`config.mk`:
```
export PLATFORM = sky130hd
export DESIGN_NAME = swe_sleep_wake
export DESIGN_NICKNAME = d
export VERILOG_FILES = /design/src/shared/swe_pkg.sv /design/src/rtl/swe_sleep_wake.sv /design/src/rtl/swe_sync.sv
export SDC_FILE = /design/constraint.sdc
export NUM_CORES = 1
export LEC_CHECK = 0
export ABC_AREA = 1
export BUFFER_PORTS_ARGS = -buffer_cell sky130_fd_sc_hd__buf_2
export CAP_MARGIN = 40
export CORE_MARGIN = 2
export CORE_UTILIZATION = 50
export DETAILED_ROUTE_END_ITERATION = 10
export HOLD_SLACK_MARGIN = 0.1
export PLACE_DENSITY = 0.68
export SLEW_MARGIN = 25
export SYNTH_ARGS = -nofsm -noshare
export SYNTH_HDL_FRONTEND = slang
export SYNTH_SLANG_ARGS = --single-unit
```
`constraint.sdc`:
```
create_clock -name mclk_in -period 2.45 [get_ports mclk_in]
set_input_delay 0.3675 -clock mclk_in [delete_from_list [all_inputs] [get_ports mclk_in]]
set_output_delay 0.3675 -clock mclk_in [all_outputs]
set_load 0.01 [all_outputs]
```
`src/shared/swe_pkg.sv`:
```
// Operation
// - one config bit picks sleep mode: 0 ordinary sleep, 1 deep sleep.
// - default config uses ordinary sleep, entered automatically whenever idle.
// - ordinary sleep wakes on uart traffic and accepts characters, no wake pin.
// - host raises wake pin; uart usable only after deep wake time.
// - deep sleep entered only when queue sent and acknowledged; else ordinary.
// - reset returns to ordinary sleep behaviour and flushes the transmit queue.
// - deleting queued messages may not reach deep sleep; pending ack blocks it.
// - event output goes high whenever an unmasked event is raised.
// - event output falls only when every pending event cleared or masked.
// - ack event cleared by ack-read then ack-clear command.
// - ack pin mask set by config write keeps ack events off output.
// - reset event cleared by its clear command; masked by reset pin mask.
// - antenna busy output high while device occupies shared antenna.
// - antenna busy held through search phases and contact phase.
// - reset begins on rising edge of reset input, not on level.
// - uart usable at most 350 ms after wake raised from deep sleep; code takes 350 ms plus 2 to 3 clock cycles.
// - uart ready at most 350 ms after a reset; after a reset pin edge the code takes 350 ms plus 2 to 3 clock cycles.
package swe_pkg;
  localparam int unsigned CLK_MHZ = 200;
  localparam int unsigned WAKE_MAX_MS = 350;
  // longest time rounds down
  localparam int unsigned WAKE_CYCLES = WAKE_MAX_MS * 1000 * CLK_MHZ;
  localparam int unsigned RST_HOLD_MS = 1;
  localparam int unsigned RST_HOLD_CYCLES = RST_HOLD_MS * 1000 * CLK_MHZ;
  localparam int unsigned CNT_W = 27;
  localparam logic [CNT_W-1:0] CNT_ZERO = 27'h0;
  localparam logic [CNT_W-1:0] CNT_ONE = 27'h1;
  localparam int unsigned SYNC_W = 3;

  typedef enum logic [4:0] {
    SWE_ACTIVE = 5'h01,
    SWE_SLEEP  = 5'h02,
    SWE_DEEP   = 5'h04,
    SWE_WAKING = 5'h08,
    SWE_BOOT   = 5'h10
  } swe_pwr_e;
endpackage

```
`src/rtl/swe_sleep_wake.sv`:
```
module swe_sleep_wake
  import swe_pkg::*;
#(
  parameter int unsigned WAKE_CYC = WAKE_CYCLES,
  parameter int unsigned RST_HOLD_CYC = RST_HOLD_CYCLES
) (
  // clock, reset, enable
  input wire logic mclk_in,
  input wire logic rst_in,
  input wire logic ce_in,
  // pins from host
  input wire logic wake_pin_in,
  input wire logic reset_pin_in,
  input wire logic uart_rx_pin_in,
  // configuration write results, same clock
  input wire logic cfg_wr_in,
  input wire logic cfg_deep_sleep_in,
  input wire logic cfg_ack_mask_in,
  input wire logic cfg_rst_mask_in,
  // commands, one-cycle pulses, same clock
  input wire logic sat_ack_read_cmd_in,
  input wire logic sat_ack_clear_cmd_in,
  input wire logic reset_event_clear_cmd_in,
  // radio and queue status, same clock
  input wire logic msg_ack_event_in,
  input wire logic queue_empty_in,
  input wire logic ack_pending_in,
  input wire logic work_pending_in,
  input wire logic sat_search_in,
  input wire logic sat_contact_in,
  // outputs
  output logic event_notify_out,
  output logic antenna_busy_out,
  output logic uart_ready_out,
  output logic sleep_out,
  output logic deep_sleep_out,
  output logic queue_flush_out,
  output logic deep_sleep_sel_out
);
  typedef struct packed {
    swe_pwr_e pwr;
    logic deep_sel;
    logic ack_mask;
    logic rst_mask;
    logic ack_ev;
    logic ack_read_seen;
    logic rst_ev;
    logic rst_prev;
    logic [CNT_W-1:0] cnt;
    logic [CNT_W-1:0] hold_cnt;
    logic notify;
    logic ant;
    logic uart_rdy;
    logic flush;
    logic slp;
    logic deep;
  } swe_state_s;

  swe_state_s st_q;
  swe_state_s st_d;
  logic [SYNC_W-1:0] pins_sync;
  logic wake_s;
  logic rstpin_s;
  logic rx_s;
  logic rst_rise;
  logic hold_ok;

  swe_sync u_sync (
    .mclk_in(mclk_in),
    .rst_in(rst_in),
    .ce_in(ce_in),
    .async_in({uart_rx_pin_in, reset_pin_in, wake_pin_in}),
    .sync_out(pins_sync)
  );

  assign wake_s = pins_sync[0];
  assign rstpin_s = pins_sync[1];
  // uart idles high; a start bit pulls it low
  assign rx_s = ~pins_sync[2];
  // edges closer than the hold time are treated as glitches
  assign hold_ok = (st_q.hold_cnt == CNT_ZERO);
  assign rst_rise = rstpin_s & ~st_q.rst_prev & hold_ok;

  function automatic logic busy_now(input logic wp, input logic srch,
                                    input logic cont, input logic rx);
    busy_now = wp | srch | cont | rx;
  endfunction

  always_comb begin
    st_d = st_q;
    st_d.flush = 1'b0;
    if (ce_in) begin
      st_d.rst_prev = rstpin_s;
      if (rstpin_s != st_q.rst_prev) begin
        st_d.hold_cnt = CNT_W'(RST_HOLD_CYC);
      end else if (!hold_ok) begin
        st_d.hold_cnt = st_q.hold_cnt - CNT_ONE;
      end
      if (cfg_wr_in) begin
        st_d.deep_sel = cfg_deep_sleep_in;
        st_d.ack_mask = cfg_ack_mask_in;
        st_d.rst_mask = cfg_rst_mask_in;
      end
      // ack event: read then clear; a new event wins over the clear
      if (sat_ack_read_cmd_in && st_q.ack_ev) begin
        st_d.ack_read_seen = 1'b1;
      end
      if (sat_ack_clear_cmd_in && st_q.ack_read_seen) begin
        st_d.ack_ev = 1'b0;
        st_d.ack_read_seen = 1'b0;
      end
      if (msg_ack_event_in) begin
        st_d.ack_ev = 1'b1;
      end
      if (reset_event_clear_cmd_in) begin
        st_d.rst_ev = 1'b0;
      end
      case (st_q.pwr)
        SWE_ACTIVE: begin
          st_d.uart_rdy = 1'b1;
          if (!busy_now(work_pending_in, sat_search_in, sat_contact_in,
                        rx_s)) begin
            // deep only with queue drained and nothing unacknowledged
            if (st_q.deep_sel && queue_empty_in && !ack_pending_in) begin
              st_d.pwr = SWE_DEEP;
              st_d.uart_rdy = 1'b0;
            end else begin
              st_d.pwr = SWE_SLEEP;
            end
          end
        end
        SWE_SLEEP: begin
          // uart stays listening; wake is well inside one char time
          if (busy_now(work_pending_in, sat_search_in, sat_contact_in,
                       rx_s)) begin
            st_d.pwr = SWE_ACTIVE;
          end else if (st_q.deep_sel && queue_empty_in &&
                       !ack_pending_in) begin
            // queue drained while dozing: drop into deep sleep
            st_d.pwr = SWE_DEEP;
            st_d.uart_rdy = 1'b0;
          end
        end
        SWE_DEEP: begin
          st_d.uart_rdy = 1'b0;
          if (wake_s) begin
            st_d.pwr = SWE_WAKING;
            st_d.cnt = CNT_W'(WAKE_CYC - 1);
          end
        end
        SWE_WAKING, SWE_BOOT: begin
          st_d.uart_rdy = 1'b0;
          if (st_q.cnt == CNT_ZERO) begin
            st_d.pwr = SWE_ACTIVE;
            st_d.uart_rdy = 1'b1;
          end else begin
            st_d.cnt = st_q.cnt - CNT_ONE;
          end
        end
        default: begin
          st_d.pwr = SWE_BOOT;
          st_d.cnt = CNT_W'(WAKE_CYC - 1);
        end
      endcase
      if (rst_rise) begin
        st_d.pwr = SWE_BOOT;
        st_d.cnt = CNT_W'(WAKE_CYC - 1);
        st_d.uart_rdy = 1'b0;
        st_d.deep_sel = 1'b0;
        st_d.ack_mask = 1'b0;
        st_d.rst_mask = 1'b0;
        st_d.ack_ev = 1'b0;
        st_d.ack_read_seen = 1'b0;
        st_d.rst_ev = 1'b1;
        st_d.flush = 1'b1;
      end
      st_d.notify = (st_d.ack_ev & ~st_d.ack_mask) |
                    (st_d.rst_ev & ~st_d.rst_mask);
      st_d.ant = sat_search_in | sat_contact_in;
      st_d.slp = (st_d.pwr == SWE_SLEEP);
      st_d.deep = (st_d.pwr == SWE_DEEP);
    end
  end

  always_ff @(posedge mclk_in or posedge rst_in) begin
    if (rst_in) begin
      st_q <= '0;
      st_q.pwr <= SWE_BOOT;
      st_q.cnt <= CNT_W'(WAKE_CYC - 1);
      st_q.rst_ev <= 1'b1;
      st_q.notify <= 1'b1;
      st_q.flush <= 1'b1;
    end else begin
      st_q <= st_d;
    end
  end

  assign event_notify_out = st_q.notify;
  assign antenna_busy_out = st_q.ant;
  assign uart_ready_out = st_q.uart_rdy;
  assign sleep_out = st_q.slp;
  assign deep_sleep_out = st_q.deep;
  assign queue_flush_out = st_q.flush;
  assign deep_sleep_sel_out = st_q.deep_sel;

  property p_deep_needs_drain;
    @(posedge mclk_in) disable iff (rst_in)
    (st_q.pwr != SWE_DEEP) && (st_d.pwr == SWE_DEEP) |->
      queue_empty_in && !ack_pending_in && st_q.deep_sel;
  endproperty
  a_deep_needs_drain: assert property (p_deep_needs_drain)
    else $error("deep sleep entered with queue busy");

  property p_deep_wait;
    @(posedge mclk_in) disable iff (rst_in)
    ce_in && deep_sleep_out && wake_s && !rst_rise |=> !uart_ready_out [*2];
  endproperty
  a_deep_wait: assert property (p_deep_wait)
    else $error("uart ready too early after deep wake");

  property p_deep_hold;
    @(posedge mclk_in) disable iff (rst_in)
    ce_in && deep_sleep_out && !wake_s && !rst_rise |=>
      deep_sleep_out && !uart_ready_out;
  endproperty
  a_deep_hold: assert property (p_deep_hold)
    else $error("left deep sleep without wake pin");

  property p_wake_bound;
    @(posedge mclk_in) disable iff (rst_in)
    (st_q.pwr == SWE_WAKING) && ce_in && (st_q.cnt == CNT_ZERO) &&
      !rst_rise |=> uart_ready_out;
  endproperty
  a_wake_bound: assert property (p_wake_bound)
    else $error("uart not ready at end of wake time");

  property p_boot_bound;
    @(posedge mclk_in) disable iff (rst_in)
    (st_q.pwr == SWE_BOOT) && ce_in && (st_q.cnt == CNT_ZERO) &&
      !rst_rise |=> uart_ready_out;
  endproperty
  a_boot_bound: assert property (p_boot_bound)
    else $error("uart not ready at end of boot time");

  property p_notify_rise;
    @(posedge mclk_in) disable iff (rst_in)
    ce_in && msg_ack_event_in && !st_q.ack_mask && !rst_rise &&
      !(cfg_wr_in && cfg_ack_mask_in) |=> event_notify_out;
  endproperty
  a_notify_rise: assert property (p_notify_rise)
    else $error("event pin missed ack event");

  property p_notify_fall;
    @(posedge mclk_in) disable iff (rst_in)
    $fell(event_notify_out) |->
      !(st_q.ack_ev && !st_q.ack_mask) && !(st_q.rst_ev && !st_q.rst_mask) &&
      ($past(sat_ack_clear_cmd_in) || $past(reset_event_clear_cmd_in) ||
       $past(cfg_wr_in));
  endproperty
  a_notify_fall: assert property (p_notify_fall)
    else $error("event pin fell with event pending");

  property p_ack_mask;
    @(posedge mclk_in) disable iff (rst_in)
    ce_in && st_q.ack_mask && !st_q.rst_ev && !cfg_wr_in && !rst_rise |=>
      !event_notify_out;
  endproperty
  a_ack_mask: assert property (p_ack_mask)
    else $error("masked ack event reached event pin");

  property p_ack_clear;
    @(posedge mclk_in) disable iff (rst_in)
    ce_in && sat_ack_clear_cmd_in && st_q.ack_read_seen &&
      !msg_ack_event_in |=> !st_q.ack_ev;
  endproperty
  a_ack_clear: assert property (p_ack_clear)
    else $error("ack event not cleared");

  property p_rst_clear;
    @(posedge mclk_in) disable iff (rst_in)
    ce_in && reset_event_clear_cmd_in && !rst_rise |=> !st_q.rst_ev;
  endproperty
  a_rst_clear: assert property (p_rst_clear)
    else $error("reset event not cleared");

  property p_reset_edge;
    @(posedge mclk_in) disable iff (rst_in)
    ce_in && rst_rise |=> queue_flush_out && !deep_sleep_sel_out ##1
      !queue_flush_out;
  endproperty
  a_reset_edge: assert property (p_reset_edge)
    else $error("reset edge did not flush");

  property p_flush_once;
    @(posedge mclk_in) disable iff (rst_in)
    ce_in && queue_flush_out && !rst_rise |=> !queue_flush_out;
  endproperty
  a_flush_once: assert property (p_flush_once)
    else $error("queue flush longer than one cycle");

  property p_antenna;
    @(posedge mclk_in) disable iff (rst_in)
    ce_in && (sat_search_in || sat_contact_in) |=> antenna_busy_out;
  endproperty
  a_antenna: assert property (p_antenna)
    else $error("antenna busy low during use");

  property p_sleep_wake;
    @(posedge mclk_in) disable iff (rst_in)
    ce_in && sleep_out && rx_s && !rst_rise |=> uart_ready_out && !sleep_out;
  endproperty
  a_sleep_wake: assert property (p_sleep_wake)
    else $error("no wake on uart traffic");
endmodule

```
`src/rtl/swe_sync.sv`:
```
module swe_sync
  import swe_pkg::*;
(
  // clock
  input wire logic mclk_in,
  input wire logic rst_in,
  input wire logic ce_in,
  // async levels in, synced out
  input wire logic [SYNC_W-1:0] async_in,
  output logic [SYNC_W-1:0] sync_out
);
  typedef struct packed {
    logic [SYNC_W-1:0] meta;
    logic [SYNC_W-1:0] stable;
  } swe_sync_s;

  swe_sync_s st_q;
  swe_sync_s st_d;

  always_comb begin
    st_d = st_q;
    if (ce_in) begin
      st_d.meta = async_in;
      st_d.stable = st_q.meta;
    end
  end

  always_ff @(posedge mclk_in or posedge rst_in) begin
    if (rst_in) begin
      st_q <= '0;
    end else begin
      st_q <= st_d;
    end
  end

  assign sync_out = st_q.stable;
endmodule

```
## Yosys cells after proc, flatten, opt, wreduce, memory -nomap -nowiden

Index checks and enable logic that the tools add are counted.

- Bits in registers: 78
- Input bits: 19
- Word-level logic and storage cells: 92

- Add/subtract/negate cells: 2
- Equality and inequality tests: 16
- Muxes and demuxes: 28
- Bitwise operators: 13
- Reductions and logical operators: 15

Operators with widths:

| cell | count |
|---|---|
| $mux W27 | 5 |
| $pmux W27 S3 | 1 |
| $logic_not A27 Y1 | 2 |
| $sub A27 B1 Y27 const B | 2 |
| $mux W5 | 5 |
| $mux W11 | 2 |
| $pmux W5 S4 | 1 |
| $eq A5 B2 Y1 const B | 2 |
| $eq A5 B3 Y1 const B | 2 |
| $mux W3 | 3 |
| $ne A3 B3 Y1 const B | 3 |
| $mux W1 | 8 |
| $reduce_and A4 Y1 | 2 |
| $reduce_and A2 Y1 | 3 |
| $eq A5 B1 Y1 const B | 1 |
| $eq A5 B4 Y1 const B | 1 |
| $eq A5 B5 Y1 const B | 1 |
| $or A1 B1 Y1 | 5 |
| $reduce_bool A5 Y1 | 1 |
| $and A1 B1 Y1 | 4 |
| $logic_and A1 B1 Y1 | 4 |
| $mux W2 | 2 |
| $ne A2 B1 Y1 const B | 2 |
| $ne A4 B1 Y1 const B | 1 |
| 7 further kinds | 11 |

## Depth between registers and ports, before layout

- Depth in word-level cells: 10
- Depth in mapped cells: 12
- Gate-level depth less buffers: 11

## Hierarchy

Synthesis repeated with hierarchy kept, for this count alone.

- Cell total of the unflattened synthesis: 753
- Area total of the unflattened synthesis: 5057.4 sq um

By module, submodules not included:

| module | times used | cells each | area each (sq um) |
|---|---|---|---|
| swe_sleep_wake | 1 | 724 | 4809.6 |
| swe_sync | 1 | 29 | 247.7 |

## Worst setup path before layout

OpenSTA, ideal clock, no wires.

- Path type: register to register
- Start point: reg st_q[6] (netlist name)
- End point: reg st_q[55] (netlist name)
- Data arrival time: 1530 ps
- Setup slack: 803 ps
- Stages on the path, launching flop included: 13
- Path buffers: 1
- Cell sequence: dfrtp_1 inv_1 ha_1 inv_1 nor3_1 nand2_1 nor2_4 nand3_4 nand2_8 inv_6 buf_6 nand2_1 nand2_1

- Cells in the longest elaborated chain, start to end: 4

Ends and longest elaborated chain:

| item | line | RTL |
|---|---|---|
| start: declaration | swe_sleep_wake.sv:59 | `swe_state_s st_q;` |
| start signal: assignment | swe_sleep_wake.sv:194 | `st_q <= st_d;` |
| $logic_not A27 Y1 (*) | swe_sleep_wake.sv:81 | `assign hold_ok = (st_q.hold_cnt == CNT_ZERO);` |
| $and A1 B1 Y1 (*) | swe_sleep_wake.sv:82 | `assign rst_rise = rstpin_s & ~st_q.rst_prev & hold_ok;` |
| $ne A3 B2 Y1 (no source line), or another cell as far along | - |  |
| $reduce_and A4 Y1 (no source line) | - |  |

Every way passes the cells marked *; elsewhere a longest branch is shown, timed or not.
A chain may end at the register's enable or synchronous reset.

## Worst setup path after layout

- Start point: reg st_q[6] (netlist name)
- End point: reg st_q[31] (netlist name)

- Cells in the longest elaborated chain, start to end: 3

Ends and longest elaborated chain:

| item | line |
|---|---|
| $sub A27 B1 Y27 or $logic_not A27 Y1 (tied branches) | swe_sleep_wake.sv:97, swe_sleep_wake.sv:81 |
| $mux W27 or $ne A2 B1 Y1 (tied branches) | - |
| $mux W27 or $reduce_and A2 Y1 (tied branches) | - |

Parallel ways exist; a longest one is shown, timed or not. The select of a mux whose other input is x is not followed.

==> results.ini <==
[logic_synthesis]
synth_area_leaders=dfrtp_1 (29%), nand2_1 (17%), dfstp_2 (9.7%)
synth_xor_area_frac=0.0170
ys_warn_count=0
synth-seq-cells=78
synth.top_cell.area_share=0.286
synth_fa_ha_area_frac=0.0121
yosys.area_share.simple=0.414
synth_top_cell_by_area=dfrtp_1
async_flop_share=1.00
synth_commonest_cells=nand2_1 (235), nor2_1 (124), inv_1 (79)
syn_inst=766
yosysMostFrequentCell=nand2_1
syn_nets=790
netlist_area_um2=5160
synth_edf_count=0
synthMuxAreaShare=0
synth_compound_area_frac=0.0855
avgSynthCellArea_um2=6.74
synth_top_family_by_area=simple AND/OR/NAND/NOR gates
ys.flop_type=dfrtp_1
yosysUniqueCellTypes=35
seq_area_frac_synth=0.383

[clock_network]
cts_max_path_buffers=2
ctsResizeCount=0
htreeDepth=3
postCtsHoldBufs=0
cts-root-buf=clkbuf_8
cts-buffers-inserted=9
cts_setup_buffers=0
cts_tree=done
clkLatencyLatePin_ps=360
clock_sinks=78
clkTransAtPathRegs_ps=70

[pwr]
p_int_mw=2.64
vdd_ir_drop_max_mv=0.511
power.density_nw_per_um2=801
combPwrFrac=0.371
p_sw_mw=1.83
p_clk_frac=0.222
leakage_nw=2.89
p_sw_frac=0.409
p_seq_frac=0.407

[sta]
fmax_mhz=503
setup-tns-final_ps=0
worstMarginPinSlew_ps=707
slew_headroom=0.525
grt_setup_unrepaired=false
final.period_utilization=0.812
hold_violations=0
layout_min_cycle_time_ps=1990
drv_slew=0
setup_viol=0
finClkSkew_ps=13.6

[critical_path]
worstPathRequired_ps=2680
crit_start=st_q[6]
crit_buf_inv=1
cp-end-kind=flip-flop
cp_max_fo=6
path_class=flip-flop to flip-flop
critPathLaunchType=flip-flop
cp_cell_sequence=inv_1, nand3_1, nor2_1, nand2_1, o21ai_0, nand2_1, nand3_1, o21ai_1
crit_family=simple AND/OR/NAND/NOR gates
r2r-start=st_q[6]
critPathArrivalTime_ps=2220
cpPeakStageDelay_ps=450
cp_slowest_cell=nor2_1

[detailed_routing]
drtIter0Drc=391
ant_nets=0
num_vias=4974
drtPass1Iterations=5
vias_per_cell=5.35
post_drt_wl_per_cell_um=13.3
drc=0
routed_wl_um=12400

[grt]
grt_pass1_wl_um=21800
grt_use_total=0.241
grt_max_degree=79
grt_pass1_vias=4594
grt_overflow=0
grt_antenna_before_repair=0

[place]
io_buffers=25
gp_congestion=0.952
place_area_um2=5380
hpwl_um=8900

[floorplan]
rows=37
dieWidth_um=106
initial_core_util=0.507
core_area_um2=10200
die_y_um=106
ios=26
die-area_um2=11200

[cells_and_area]
drive_gt1_frac=0.118
layout.nets=813
n_antenna_cell=0
postLayoutCellArea_um2=5570
seq_area_um2=1980
multi_input_area_um2=2730
synthToLayoutAreaGrowth_pct=7.92
fill_cells=1024

[run]
maxCapViolCount=0

[outcome]
status=finished clean

[min_path]
min-delay-path-class=input port to async pin

cell usage in the layout, fill, tap and decap left out, types with 5 or more instances in the layout:
cell and count:
nand4_1 25, dfstp_2 19, nand2_1 235, nand3_1 71
buf_2 25, dfrtp_1 59, a21o_1 5, clkbuf_8 11
nor2_1 124, inv_1 78, o21ai_1 18, nor2_2 9
xor2_1 10, a21oi_1 7, o21ai_0 37, nor3_1 10
buf_4 6, o21bai_1 5, nand2_2 6, ha_1 5
layer usage:
| metal | track usage | wire length (um) | part of all wire |
|---|---|---|---|
| met1 | 0.348 | 5960 | 0.48 |
| met3 | 0.0433 | 822 | 0.067 |
| met4 | 0.0893 | 206 | 0.017 |
| met5 | 0 | 0 | 0 |
| met2 | 0.361 | 5370 | 0.43 |
stage by stage:
stage,hold slack [ps],std cells,utilization,worst slack [ps],power [mW]
2_1_floorplan,442,766,-,119,3.04
3_3_place_gp,454,914,0.528,549,3.44
3_5_place_dp,459,914,0.528,488,3.47
4_1_cts,102,930,0.547,489,4.46
5_1_grt,134,930,0.547,220,4.81
6_report,91.7,930,0.547,461,4.46
power groups by stage:
stage	Sequential, mW	Combinational, mW	Clock, mW
6_report	1.82	1.65	0.992
3_3_place_gp	1.82	1.62	0
4_1_cts	1.81	1.65	1.01
2_1_floorplan	1.77	1.27	0
3_5_place_dp	1.83	1.64	0
5_1_grt	1.85	1.91	1.05
worst register-to-register path: stages, from the launching register on:
cell and delay (ps):
dfrtp_1 370, inv_1 130, nand3_1 280, nor2_1 450, nand2_1 220, o21ai_0 210
nand2_1 80, nand3_1 80, o21ai_1 70
path summary, 6_finish.rpt:
path                                  end  slack, ps  cells after the start
min in group mclk_in       u_sync.st_q[3]        210                      3
hold / removal                    st_q[8]         90                      3
setup reg to reg                 st_q[31]        460                      8
hold reg to reg                  st_q[33]        470                      2
max in group asynchronous        st_q[39]       2010                      3
setup / recovery                 st_q[31]        460                      8
cell families (layout without fill, tap and decap cells):
group,Yosys count,after routing
fa+ha+maj,5,5
flops,78,78
simple gates,492,492
compound gates,79,79
buf+inv,102,130
xor+xnor,10,10
flip-flops by register name (all words and copies together) (netlist names):
signal / count
st_q: 65
u_sync.st_q: 3
u_sync.sync_out: 3
antenna_busy_out: 1
deep_sleep_out: 1
deep_sleep_sel_out: 1
event_notify_out: 1
queue_flush_out: 1
sleep_out: 1
uart_ready_out: 1
final cells by class:
type,count,area share
well taps,136,0.0305
multi-input cells,586,0.489
flip-flops and latches,78,0.354
repair buffers,32,0.0341
clock inverters,1,0.00539
clock buffers,15,0.0299
inverters,82,0.0563
(Power assumes the default switching activity.)
